--- src/common/exec_pkg.sv ---
// Shared constants and carrier types for the five-instruction execution unit.
// Assumes a core that feeds opcode bytes in and owns the register file and memories.
package exec_pkg;
	// Opcodes
	localparam logic [7:0] op_bit_xor = 8'h27;
	localparam logic [7:0] op_call_direct = 8'hf6;
	localparam logic [7:0] op_call_pair = 8'hf4;
	localparam logic [7:0] op_call_vector = 8'hd4;
	localparam logic [7:0] op_carry_invert = 8'hef;
	localparam logic [7:0] op_zero_dest_reg = 8'hb0;
	localparam logic [7:0] op_zero_dest_ind = 8'hb1;
	localparam logic [7:0] op_complement_reg = 8'h60;
	localparam logic [7:0] op_complement_ind = 8'h61;
	// Flag register and bit positions
	localparam logic [7:0] status_flag_byte_addr = 8'hd5;
	localparam int flag_c = 7;
	localparam int flag_z = 6;
	localparam int flag_s = 5;
	localparam int flag_v = 4;
	localparam int flag_d = 3;
	localparam int flag_h = 2;
	localparam logic [7:0] status_flag_reset = 8'h00;
	localparam logic [15:0] stack_pointer_reset = 16'h0000;
	localparam logic [15:0] pc_reset = 16'h0000;
	// Working registers sit in bank 0c0h..0cfh
	localparam logic [3:0] working_bank = 4'hc;
	// Cycle counts per instruction
	localparam logic [4:0] cycles_bit_xor = 5'd10;
	localparam logic [4:0] cycles_call_direct = 5'd18;
	localparam logic [4:0] cycles_call_pair = 5'd18;
	localparam logic [4:0] cycles_call_vector = 5'd20;
	localparam logic [4:0] cycles_short = 5'd6;
	// Register file access
	typedef struct packed {
		logic rd;
		logic wr;
		logic [7:0] addr;
		logic [7:0] wdata;
	} reg_req_type;
	// Memory access (program read or stack write)
	typedef struct packed {
		logic rd;
		logic wr;
		logic [15:0] addr;
		logic [7:0] wdata;
	} mem_req_type;
	typedef enum logic [3:0] {
		st_idle = 4'b0000,
		st_fetch1 = 4'b0001,
		st_fetch2 = 4'b0011,
		st_read_a = 4'b0010,
		st_read_b = 4'b0110,
		st_compute = 4'b0111,
		st_push_low = 4'b0101,
		st_push_high = 4'b0100,
		st_vec_high = 4'b1100,
		st_vec_low = 4'b1101,
		st_wait = 4'b1111
	} state_type;
endpackage

--- src/verilog/bit_xor_unit.sv ---
// Single-bit exclusive-OR merge for the bit instruction.
// Assumes operands already fetched; purely combinational.
`timescale 1ns/1ps
`default_nettype none
module bit_xor_unit (
	// Operands
	input wire logic [7:0] dst_value,
	input wire logic [7:0] src_value,
	input wire logic [2:0] bit_sel,
	input wire logic to_selected,
	// Result
	output logic [7:0] result
);
	logic picked;
	always_comb begin
		result = dst_value;
		if (to_selected) begin
			picked = dst_value[bit_sel] ^ src_value[0];
			result[bit_sel] = picked;
		end else begin
			picked = dst_value[0] ^ src_value[bit_sel];
			result[0] = picked;
		end
	end
endmodule
`default_nettype wire

--- src/verilog/flag_update.sv ---
// Flag byte update for the bit-xor, complement and carry-invert operations.
// Assumes the result byte and old flags are valid in the same cycle.
`timescale 1ns/1ps
`default_nettype none
module flag_update (
	// Inputs
	input wire logic [7:0] old_flags,
	input wire logic [7:0] result,
	input wire logic [1:0] kind,
	// Output
	output logic [7:0] new_flags
);
	always_comb begin
		new_flags = old_flags;
		unique case (kind)
			2'h1: begin
				new_flags[exec_pkg::flag_z] = (result == 8'h00);
				new_flags[exec_pkg::flag_s] = 1'b0;
			end
			2'h2: begin
				new_flags[exec_pkg::flag_z] = (result == 8'h00);
				new_flags[exec_pkg::flag_s] = result[7];
				new_flags[exec_pkg::flag_v] = 1'b0;
			end
			2'h3: new_flags[exec_pkg::flag_c] = ~old_flags[exec_pkg::flag_c];
			2'h0: new_flags = old_flags;
		endcase
	end
endmodule
`default_nettype wire

--- src/verilog/exec_core.sv ---
// Execution sequencer for bit-xor, call, carry-invert, clear and complement.
// Assumes the register file and memories answer a read while the request stands.
// What this block does
// RULE1: Bit-xor merges selected bit with bit zero of the other operand.
// RULE2: Bit-xor changes only the target bit; the source stays untouched.
// RULE3: Bit-xor sets zero on zero result, clears sign, keeps carry, D, H.
// RULE4: Bit-xor is three bytes, ten cycles; second byte holds reg, bit, selector.
// RULE5: Call pushes low byte at sp-1, then high byte at sp-2.
// RULE6: Saved return address is the address after the call's last byte.
// RULE7: Call loads pc with target; direct 18, pair 18, vector 20 cycles.
// RULE8: Vector call reads target high byte then low byte from program memory.
// RULE9: Carry-invert toggles carry only, one byte, six cycles.
// RULE10: Carry lives in the flag byte at register address 0d5h.
// RULE11: Clear writes zero without touching flags; two bytes, six cycles.
// RULE12: Indirect forms write the register the pointer names; pointer kept.
// RULE13: Complement inverts the destination; two bytes, six cycles.
// RULE14: Complement sets zero and sign from result, clears overflow.
// RULE15: Undefined flags keep their previous value.
// RULE16: The target is fetched before both stack bytes are written.
`timescale 1ns/1ps
`default_nettype none
module exec_core (
	// Clock and reset
	input wire logic ref_clk,
	input wire logic reset,
	// Instruction start
	input wire logic start,
	input wire logic [7:0] opcode,
	// Register file
	output exec_pkg::reg_req_type reg_req,
	input wire logic [7:0] reg_rdata,
	// Program memory read / stack write
	output exec_pkg::mem_req_type prog_req,
	output exec_pkg::mem_req_type stack_req,
	input wire logic [7:0] prog_rdata,
	// Software register port
	input wire logic [7:0] sw_addr,
	input wire logic [7:0] sw_wdata,
	input wire logic sw_write,
	input wire logic sw_read,
	output logic [7:0] sw_rdata,
	// Status
	output logic busy,
	output logic done,
	output logic [15:0] pc,
	output logic [15:0] stack_pointer
);
	typedef struct packed {
		exec_pkg::state_type state;
		logic [7:0] op;
		logic [7:0] byte1;
		logic [7:0] byte2;
		logic [7:0] val_a;
		logic [7:0] val_b;
		logic [7:0] target_addr;
		logic [15:0] pc;
		logic [15:0] sp;
		logic [15:0] ret_addr;
		logic [15:0] target;
		logic [7:0] flags;
		logic [4:0] count;
		logic [4:0] total;
		logic done;
		logic [7:0] sw_rdata;
		exec_pkg::reg_req_type reg_req;
		exec_pkg::mem_req_type prog_req;
		exec_pkg::mem_req_type stack_req;
	} core_state_type;

	core_state_type cur;
	core_state_type next_cur;
	logic [7:0] xor_result;
	logic [7:0] flag_next;
	logic [1:0] flag_kind;

	function automatic logic [7:0] working_addr(input logic [3:0] n);
		working_addr = {exec_pkg::working_bank, n};
	endfunction

	function automatic logic [4:0] cycles_of(input logic [7:0] op);
		unique case (op)
			exec_pkg::op_bit_xor: cycles_of = exec_pkg::cycles_bit_xor;
			exec_pkg::op_call_direct: cycles_of = exec_pkg::cycles_call_direct;
			exec_pkg::op_call_pair: cycles_of = exec_pkg::cycles_call_pair;
			exec_pkg::op_call_vector: cycles_of = exec_pkg::cycles_call_vector;
			default: cycles_of = exec_pkg::cycles_short;
		endcase
	endfunction

	function automatic logic is_indirect(input logic [7:0] op);
		is_indirect = (op == exec_pkg::op_zero_dest_ind) || (op == exec_pkg::op_complement_ind);
	endfunction

	// Selector 1: the named register bit is the destination
	bit_xor_unit u_bit_xor (
		.dst_value(cur.val_a),
		.src_value(cur.val_b),
		.bit_sel(cur.byte1[3:1]),
		.to_selected(cur.byte1[0]),
		.result(xor_result)
	);

	flag_update u_flags (
		.old_flags(cur.flags),
		.result(cur.op == exec_pkg::op_bit_xor ? xor_result : ~cur.val_a),
		.kind(flag_kind),
		.new_flags(flag_next)
	);

	always_comb begin
		unique case (cur.op)
			exec_pkg::op_bit_xor: flag_kind = 2'h1;
			exec_pkg::op_complement_reg, exec_pkg::op_complement_ind: flag_kind = 2'h2;
			exec_pkg::op_carry_invert: flag_kind = 2'h3;
			default: flag_kind = 2'h0;
		endcase
	end

	always_comb begin
		next_cur = cur;
		next_cur.done = 1'b0;
		next_cur.reg_req = '0;
		next_cur.prog_req = '0;
		next_cur.stack_req = '0;
		next_cur.sw_rdata = 8'h00;
		if (cur.state != exec_pkg::st_idle) begin
			next_cur.count = cur.count + 5'd1;
		end
		if (sw_read) begin
			next_cur.sw_rdata = (sw_addr == exec_pkg::status_flag_byte_addr) ? cur.flags : 8'h00; // see RULE10
		end
		if (sw_write && sw_addr == exec_pkg::status_flag_byte_addr) begin
			next_cur.flags = sw_wdata;
		end
		unique case (cur.state)
			exec_pkg::st_idle: begin
				if (start) begin
					next_cur.op = opcode;
					next_cur.count = 5'd1;
					next_cur.total = cycles_of(opcode); // see RULE4
					if (opcode == exec_pkg::op_carry_invert) begin
						next_cur.pc = cur.pc + 16'd1;
						next_cur.state = exec_pkg::st_compute;
					end else begin
						next_cur.prog_req.rd = 1'b1;
						next_cur.prog_req.addr = cur.pc + 16'd1;
						next_cur.state = exec_pkg::st_fetch1;
					end
				end
			end
			exec_pkg::st_fetch1: begin
				next_cur.byte1 = prog_rdata;
				if (cur.op == exec_pkg::op_bit_xor || cur.op == exec_pkg::op_call_direct) begin
					next_cur.prog_req.rd = 1'b1;
					next_cur.prog_req.addr = cur.pc + 16'd2;
					next_cur.state = exec_pkg::st_fetch2;
				end else if (cur.op == exec_pkg::op_call_vector) begin
					next_cur.ret_addr = cur.pc + 16'd2; // see RULE6
					next_cur.prog_req.rd = 1'b1;
					next_cur.prog_req.addr = {8'h00, prog_rdata}; // see RULE8
					next_cur.state = exec_pkg::st_vec_high;
				end else if (cur.op == exec_pkg::op_call_pair) begin
					next_cur.ret_addr = cur.pc + 16'd2; // see RULE6
					next_cur.reg_req.rd = 1'b1;
					next_cur.reg_req.addr = prog_rdata;
					next_cur.state = exec_pkg::st_read_a;
				end else begin
					next_cur.reg_req.rd = 1'b1;
					next_cur.reg_req.addr = prog_rdata;
					next_cur.target_addr = prog_rdata;
					next_cur.state = exec_pkg::st_read_a;
				end
			end
			exec_pkg::st_fetch2: begin
				next_cur.byte2 = prog_rdata;
				if (cur.op == exec_pkg::op_call_direct) begin
					next_cur.ret_addr = cur.pc + 16'd3; // see RULE6
					next_cur.target = {cur.byte1, prog_rdata};
					next_cur.state = exec_pkg::st_push_low;
				end else begin
					// Working-register nibble first, full register second
					next_cur.reg_req.rd = 1'b1;
					next_cur.reg_req.addr = working_addr(cur.byte1[7:4]);
					next_cur.state = exec_pkg::st_read_a;
				end
			end
			exec_pkg::st_read_a: begin
				if (cur.op == exec_pkg::op_bit_xor) begin
					next_cur.reg_req.rd = 1'b1;
					next_cur.reg_req.addr = cur.byte2;
					if (cur.byte1[0]) begin
						next_cur.val_b = reg_rdata;
					end else begin
						next_cur.val_a = reg_rdata;
					end
					next_cur.state = exec_pkg::st_read_b;
				end else if (cur.op == exec_pkg::op_call_pair) begin
					next_cur.target[15:8] = reg_rdata;
					next_cur.reg_req.rd = 1'b1;
					next_cur.reg_req.addr = cur.byte1 + 8'd1;
					next_cur.state = exec_pkg::st_read_b;
				end else if (is_indirect(cur.op)) begin
					// Pointer content names the real target; pointer is only read
					next_cur.target_addr = reg_rdata; // see RULE12
					next_cur.reg_req.rd = 1'b1;
					next_cur.reg_req.addr = reg_rdata;
					next_cur.op = (cur.op == exec_pkg::op_zero_dest_ind) ?
						exec_pkg::op_zero_dest_reg : exec_pkg::op_complement_reg;
				end else begin
					next_cur.val_a = reg_rdata;
					next_cur.state = exec_pkg::st_compute;
				end
			end
			exec_pkg::st_read_b: begin
				if (cur.op == exec_pkg::op_call_pair) begin
					next_cur.target[7:0] = reg_rdata;
					next_cur.state = exec_pkg::st_push_low;
				end else begin
					if (cur.byte1[0]) begin
						next_cur.val_a = reg_rdata;
						next_cur.target_addr = cur.byte2;
					end else begin
						next_cur.val_b = reg_rdata;
						next_cur.target_addr = working_addr(cur.byte1[7:4]);
					end
					next_cur.state = exec_pkg::st_compute;
				end
			end
			exec_pkg::st_vec_high: begin
				next_cur.target[15:8] = prog_rdata; // see RULE8
				next_cur.prog_req.rd = 1'b1;
				next_cur.prog_req.addr = {8'h00, cur.byte1} + 16'd1;
				next_cur.state = exec_pkg::st_vec_low;
			end
			exec_pkg::st_vec_low: begin
				next_cur.target[7:0] = prog_rdata;
				next_cur.state = exec_pkg::st_push_low;
			end
			exec_pkg::st_push_low: begin
				next_cur.sp = cur.sp - 16'd1;
				next_cur.stack_req.wr = 1'b1; // see RULE5
				next_cur.stack_req.addr = cur.sp - 16'd1; // see RULE16
				next_cur.stack_req.wdata = cur.ret_addr[7:0];
				next_cur.state = exec_pkg::st_push_high;
			end
			exec_pkg::st_push_high: begin
				next_cur.sp = cur.sp - 16'd1;
				next_cur.stack_req.wr = 1'b1; // see RULE5
				next_cur.stack_req.addr = cur.sp - 16'd1;
				next_cur.stack_req.wdata = cur.ret_addr[15:8];
				next_cur.pc = cur.target; // see RULE7
				next_cur.state = exec_pkg::st_wait;
			end
			exec_pkg::st_compute: begin
				next_cur.flags = flag_next; // see RULE3 RULE15
				unique case (cur.op)
					exec_pkg::op_bit_xor: begin
						next_cur.reg_req.wr = 1'b1; // see RULE1
						next_cur.reg_req.addr = cur.target_addr; // see RULE2
						next_cur.reg_req.wdata = xor_result;
						next_cur.pc = cur.pc + 16'd3;
					end
					exec_pkg::op_zero_dest_reg: begin
						next_cur.reg_req.wr = 1'b1; // see RULE11
						next_cur.reg_req.addr = cur.target_addr;
						next_cur.reg_req.wdata = 8'h00;
						next_cur.pc = cur.pc + 16'd2;
					end
					exec_pkg::op_complement_reg: begin
						next_cur.reg_req.wr = 1'b1; // see RULE13
						next_cur.reg_req.addr = cur.target_addr;
						next_cur.reg_req.wdata = ~cur.val_a; // see RULE14
						next_cur.pc = cur.pc + 16'd2;
					end
					default: ; // Carry invert: flags only, see RULE9
				endcase
				// Written-back flag byte also updates internal copy
				if (next_cur.reg_req.wr && cur.target_addr == exec_pkg::status_flag_byte_addr) begin
					next_cur.flags = next_cur.reg_req.wdata;
				end
				next_cur.state = exec_pkg::st_wait;
			end
			exec_pkg::st_wait: begin
				if (cur.count >= cur.total) begin
					next_cur.done = 1'b1;
					next_cur.state = exec_pkg::st_idle;
				end
			end
			default: next_cur.state = exec_pkg::st_idle;
		endcase
	end

	always_ff @(posedge ref_clk or posedge reset) begin
		if (reset) begin
			cur <= '0;
			cur.state <= exec_pkg::st_idle;
			cur.flags <= exec_pkg::status_flag_reset;
			cur.sp <= exec_pkg::stack_pointer_reset;
			cur.pc <= exec_pkg::pc_reset;
		end else begin
			cur <= next_cur;
		end
	end

	assign reg_req = cur.reg_req;
	assign prog_req = cur.prog_req;
	assign stack_req = cur.stack_req;
	assign sw_rdata = cur.sw_rdata;
	assign busy = (cur.state != exec_pkg::st_idle);
	assign done = cur.done;
	assign pc = cur.pc;
	assign stack_pointer = cur.sp;
endmodule
`default_nettype wire

--- config.mk ---
export PLATFORM = sky130hd
export DESIGN_NAME = exec_core
export DESIGN_NICKNAME = d
export VERILOG_FILES = /design/src/common/exec_pkg.sv /design/src/verilog/bit_xor_unit.sv /design/src/verilog/flag_update.sv /design/src/verilog/exec_core.sv
export SDC_FILE = /design/constraint.sdc
export NUM_CORES = 1
export LEC_CHECK = 0
export ABC_AREA = 1
export BUFFER_PORTS_ARGS = -buffer_cell sky130_fd_sc_hd__buf_4
export CORE_ASPECT_RATIO = 1.75
export CORE_UTILIZATION = 53
export CTS_CLUSTER_DIAMETER = 60
export DETAILED_ROUTE_END_ITERATION = 7
export GPL_TIMING_DRIVEN = 0
export PLACE_DENSITY = 0.77
export RECOVER_POWER = 50
export SYNTH_ARGS = -nofsm -noshare
export SYNTH_HDL_FRONTEND = slang
export SYNTH_SLANG_ARGS = --single-unit
--- constraint.sdc ---
create_clock -name ref_clk -period 6 [get_ports ref_clk]
set_input_delay 0.9 -clock ref_clk [delete_from_list [all_inputs] [get_ports ref_clk]]
set_output_delay 0.9 -clock ref_clk [all_outputs]
set_load 0.03 [all_outputs]
==> metrics.txt <==
# TYPE chip_impl_metric gauge
chip_impl_metric{name="synth-edff-count",unit=""} 0
chip_impl_metric{name="grt_pass1_wl",unit="um"} 60200
chip_impl_info{name="most_common_cell_after_layout_fill_and_taps_aside",value="sky130_fd_sc_hd__nand2_1"} 1
chip_impl_metric{name="netlist_area",unit="mm^2"} 0.0118
chip_impl_info{name="failing_checks",value="max-capacitance violations, max-slew violations"} 1
chip_impl_metric{name="largest_net_degree_at_the_start_of_global_routing",unit=""} 45
chip_impl_metric{name="finalMaxSlewViolations",unit=""} 69
chip_impl_metric{name="layout_worst_path_cycle_share",unit=""} 0.618
chip_impl_info{name="cts.root.buffer_cell",value="sky130_fd_sc_hd__clkbuf_16"} 1
chip_impl_metric{name="first_global_vias",unit=""} 11000
chip_impl_metric{name="synth-seq-cells",unit=""} 202
chip_impl_metric{name="irDropWorstVdd",unit="V"} 0.000388
chip_impl_metric{name="drt-initial-drc-count",unit=""} 720
chip_impl_metric{name="detailedPlace.worstSlack",unit="ns"} 3.05
chip_impl_metric{name="antennaDiodeCount",unit=""} 0
chip_impl_metric{name="design.die.area",unit="mm^2"} 0.0229
chip_impl_metric{name="crit_required",unit="ns"} 6.67
chip_impl_metric{name="post-place-cells",unit=""} 1957
chip_impl_metric{name="drv.max_cap_violation_count",unit=""} 2
chip_impl_info{name="synth_ff_type",value="sky130_fd_sc_hd__dfrtp_1"} 1
chip_impl_metric{name="vias",unit=""} 11000
chip_impl_metric{name="remaining_drc_errors",unit=""} 0
chip_impl_metric{name="critical_path_at",unit="ns"} 4.38
chip_impl_metric{name="synth_largest_type_area_fraction",unit=""} 0.427
chip_impl_metric{name="synth_warnings",unit=""} 0
chip_impl_metric{name="grt-ovfl-total",unit=""} 0
chip_impl_metric{name="final_cells",unit=""} 1993
chip_impl_metric{name="chipWidth",unit="um"} 115
chip_impl_metric{name="timing.slew.headroom",unit=""} -0.597
chip_impl_metric{name="cts_max_path_buffers",unit=""} 3
chip_impl_info{name="run_status",value="complete, but fails checks"} 1
chip_impl_metric{name="maxClockFrequency",unit="MHz"} 270
chip_impl_metric{name="clock_latency_late_sink",unit="ns"} 0.51
chip_impl_metric{name="placed_area",unit="mm^2"} 0.0134
chip_impl_metric{name="post_synthesis_cell_type_count",unit=""} 58
chip_impl_info{name="end_kind",value="asynchronous set/reset pin"} 1
chip_impl_metric{name="cts_hold_repair.buffers",unit=""} 0
chip_impl_metric{name="cts_resized",unit=""} 0
chip_impl_metric{name="wirelength",unit="um"} 39600
chip_impl_metric{name="post-cts-setup-buffers",unit=""} 0
chip_impl_info{name="setup.worst_path.start",value="reset"} 1
chip_impl_metric{name="synth-async-reset-ratio",unit=""} 1.00
chip_impl_metric{name="placeableCoreArea",unit="mm^2"} 0.0220
chip_impl_metric{name="rows",unit=""} 72
chip_impl_metric{name="final_design_area_no_fill",unit="mm^2"} 0.0140
chip_impl_metric{name="clock_sinks",unit=""} 202
chip_impl_metric{name="post_synth.cell_area_avg",unit="um^2"} 7.88
chip_impl_metric{name="largest_clock_skew_in_the_final_design",unit="ns"} 0.0214
chip_impl_metric{name="power.static_leakage",unit="nW"} 7.07
chip_impl_metric{name="nets",unit=""} 1741
chip_impl_info{name="post_synth_main_area_contributors",value="sky130_fd_sc_hd__dfrtp_1 43%, sky130_fd_sc_hd__nand2_1 9.1%, sky130_fd_sc_hd__buf_4 7.0%"} 1
chip_impl_info{name="grt_setup_unrepaired",value="false"} 1
chip_impl_metric{name="firstDrtPassIters",unit=""} 7
chip_impl_metric{name="wl_per_cell",unit="um"} 19.9
chip_impl_metric{name="area_grow_syn2layout",unit="%"} 18.1
chip_impl_metric{name="cts.clk_slew.worst_paths",unit="ns"} 0.07
chip_impl_metric{name="detailed_place_hpwl",unit="um"} 31200
chip_impl_info{name="mostFrequentLayoutCells",value="289 x sky130_fd_sc_hd__nand2_1, 245 x sky130_fd_sc_hd__buf_4, 202 x sky130_fd_sc_hd__dfrtp_1, 190 x sky130_fd_sc_hd__inv_1, 149 x sky130_fd_sc_hd__nor2_1"} 1
chip_impl_metric{name="drt.antenna.violating_nets",unit=""} 0
chip_impl_metric{name="placer_congestion_estimate",unit=""} 1.11
chip_impl_metric{name="finalWorstSetupSlack",unit="ns"} 2.29
chip_impl_metric{name="final_core_utilization",unit=""} 0.635
chip_impl_metric{name="final_hold_viol_count",unit=""} 0
chip_impl_info{name="synthDominantAreaCellType",value="sky130_fd_sc_hd__dfrtp_1"} 1
chip_impl_metric{name="ctsHtreeMaxLevel",unit=""} 1
chip_impl_metric{name="average_vias_per_placed_instance",unit=""} 5.53
chip_impl_info{name="cts_tree",value="done"} 1
chip_impl_metric{name="io_buffer_count",unit=""} 146
chip_impl_info{name="crit_path_start_kind",value="input pin"} 1
chip_impl_metric{name="hold_slack",unit="ns"} 0.485
chip_impl_metric{name="synth.yosys.seq_area_share",unit=""} 0.427
chip_impl_metric{name="period_needed",unit="ns"} 3.71
chip_impl_metric{name="setup_tns",unit="ns"} 0
chip_impl_metric{name="power_density",unit="mW/mm^2"} 512
chip_impl_metric{name="cts_inserted_buffers",unit=""} 20
chip_impl_metric{name="netlist_instances",unit=""} 1501
chip_impl_metric{name="groute.usage.overall",unit=""} 0.356
chip_impl_metric{name="timing.final.setup_violations",unit=""} 0
chip_impl_info{name="reg2reg_from",value="cur[203]"} 1
chip_impl_metric{name="power_after_layout",unit="mW"} 7.14
chip_impl_metric{name="antenna_found_initial",unit=""} 0
chip_impl_info{name="worstSetupPathType",value="input pin to asynchronous set/reset pin"} 1
chip_impl_metric{name="largest_driver_fanout_on_the_critical_path",unit=""} 44
chip_impl_metric{name="die_h",unit="um"} 200
chip_impl_metric{name="layout-drive-gt1-share",unit=""} 0.200
chip_impl_metric{name="pin_count",unit=""} 157
chip_impl_metric{name="initial_core_util",unit=""} 0.538
chip_impl_metric{name="actual_slew_at_the_worst_max_slew_pin",unit="ns"} 2.40
chip_impl_info{name="hp-start",value="cur[172]"} 1
chip_impl_info{name="worstHoldPathType",value="flop to flop"} 1
[kinds of logic (layout without fill, tap and decap cells)]
| kind of cell | Yosys count | after routing | synth area share |
|---|---|---|---|
| adders and majority gates | 13 | 13 | 0.0138 |
| and+or+nand+nor | 552 | 552 | 0.198 |
| other | 1 | 10 | 0.000317 |
| AOI/OAI and AO/OA | 333 | 333 | 0.174 |
| xor gates and xnor gates | 44 | 44 | 0.0326 |
| buffers and inverters | 354 | 541 | 0.152 |
| muxes | 2 | 2 | 0.00169 |
| DFF | 202 | 202 | 0.427 |
[metal layers]
metal  wire (um)  part of all wire  track usage
met5           0                 0            0
met4        3970              0.10        0.312
met3        2080             0.052       0.0601
met2       20900              0.53        0.656
met1       12700              0.32        0.333
[cell usage after synthesis, types with 10 or more instances]
cell                        instances
sky130_fd_sc_hd__o22ai_1           27
sky130_fd_sc_hd__inv_2             12
sky130_fd_sc_hd__a21oi_1           46
sky130_fd_sc_hd__ha_1              13
sky130_fd_sc_hd__clkbuf_1          14
sky130_fd_sc_hd__a22oi_1           12
sky130_fd_sc_hd__nand2_1          288
sky130_fd_sc_hd__nor2_1           146
sky130_fd_sc_hd__o211ai_1          17
sky130_fd_sc_hd__nand3_1           54
sky130_fd_sc_hd__buf_4            110
sky130_fd_sc_hd__o221ai_1          13
sky130_fd_sc_hd__dfrtp_1          202
sky130_fd_sc_hd__o21bai_1          16
sky130_fd_sc_hd__nand4_1           12
sky130_fd_sc_hd__xor2_1            44
sky130_fd_sc_hd__buf_2             17
sky130_fd_sc_hd__inv_1            190
sky130_fd_sc_hd__nor3_1            17
sky130_fd_sc_hd__o21ai_1           15
sky130_fd_sc_hd__o2111ai_1         10
sky130_fd_sc_hd__o21ai_0          140
[power breakdown]
part	total [mW]	internal, mW	switching (mW)
registers	2.24	1.86	0.382
clock network	1.27	0.727	0.541
logic	3.63	1.24	2.39
[layout make-up]
type                    instances  area, um^2
clock inverters                 5        56.3
repair buffers                151        1110
plain buffers                 146        1010
well taps                     296         370
clock buffers                  31         593
flip-flops and latches        202        5050
multi-input cells             954        4980
fillers                      2028        8020
inverters                     208         787
[worst max-delay path, stage by stage]
cell	delay (ns)
sky130_fd_sc_hd__clkbuf_4	0.11
sky130_fd_sc_hd__clkinvlp_2	0.67
sky130_fd_sc_hd__clkbuf_1	1.11
sky130_fd_sc_hd__clkbuf_1	1.20
sky130_fd_sc_hd__buf_12	0.34
[registers in the layout (all words and copies together) (netlist names)]
signal	cells
cur	101
stack_req	25
reg_req	18
prog_req	17
pc	16
stack_pointer	16
sw_rdata	8
done	1
[final timing paths]
path | endpoint | cells past startpoint | slack, ns
worst max-delay path | prog_req[12] | 5 | 2.29
worst min-delay path | cur[172] | 2 | 0.49
worst max register to register | cur[116] | 13 | 2.88
worst min register to register | cur[172] | 2 | 0.49
max in group ref_clk | cur[116] | 13 | 2.88
min in group asynchronous | sw_rdata[5] | 2 | 0.63
Note: power is estimated with default switching activity, not from simulation.
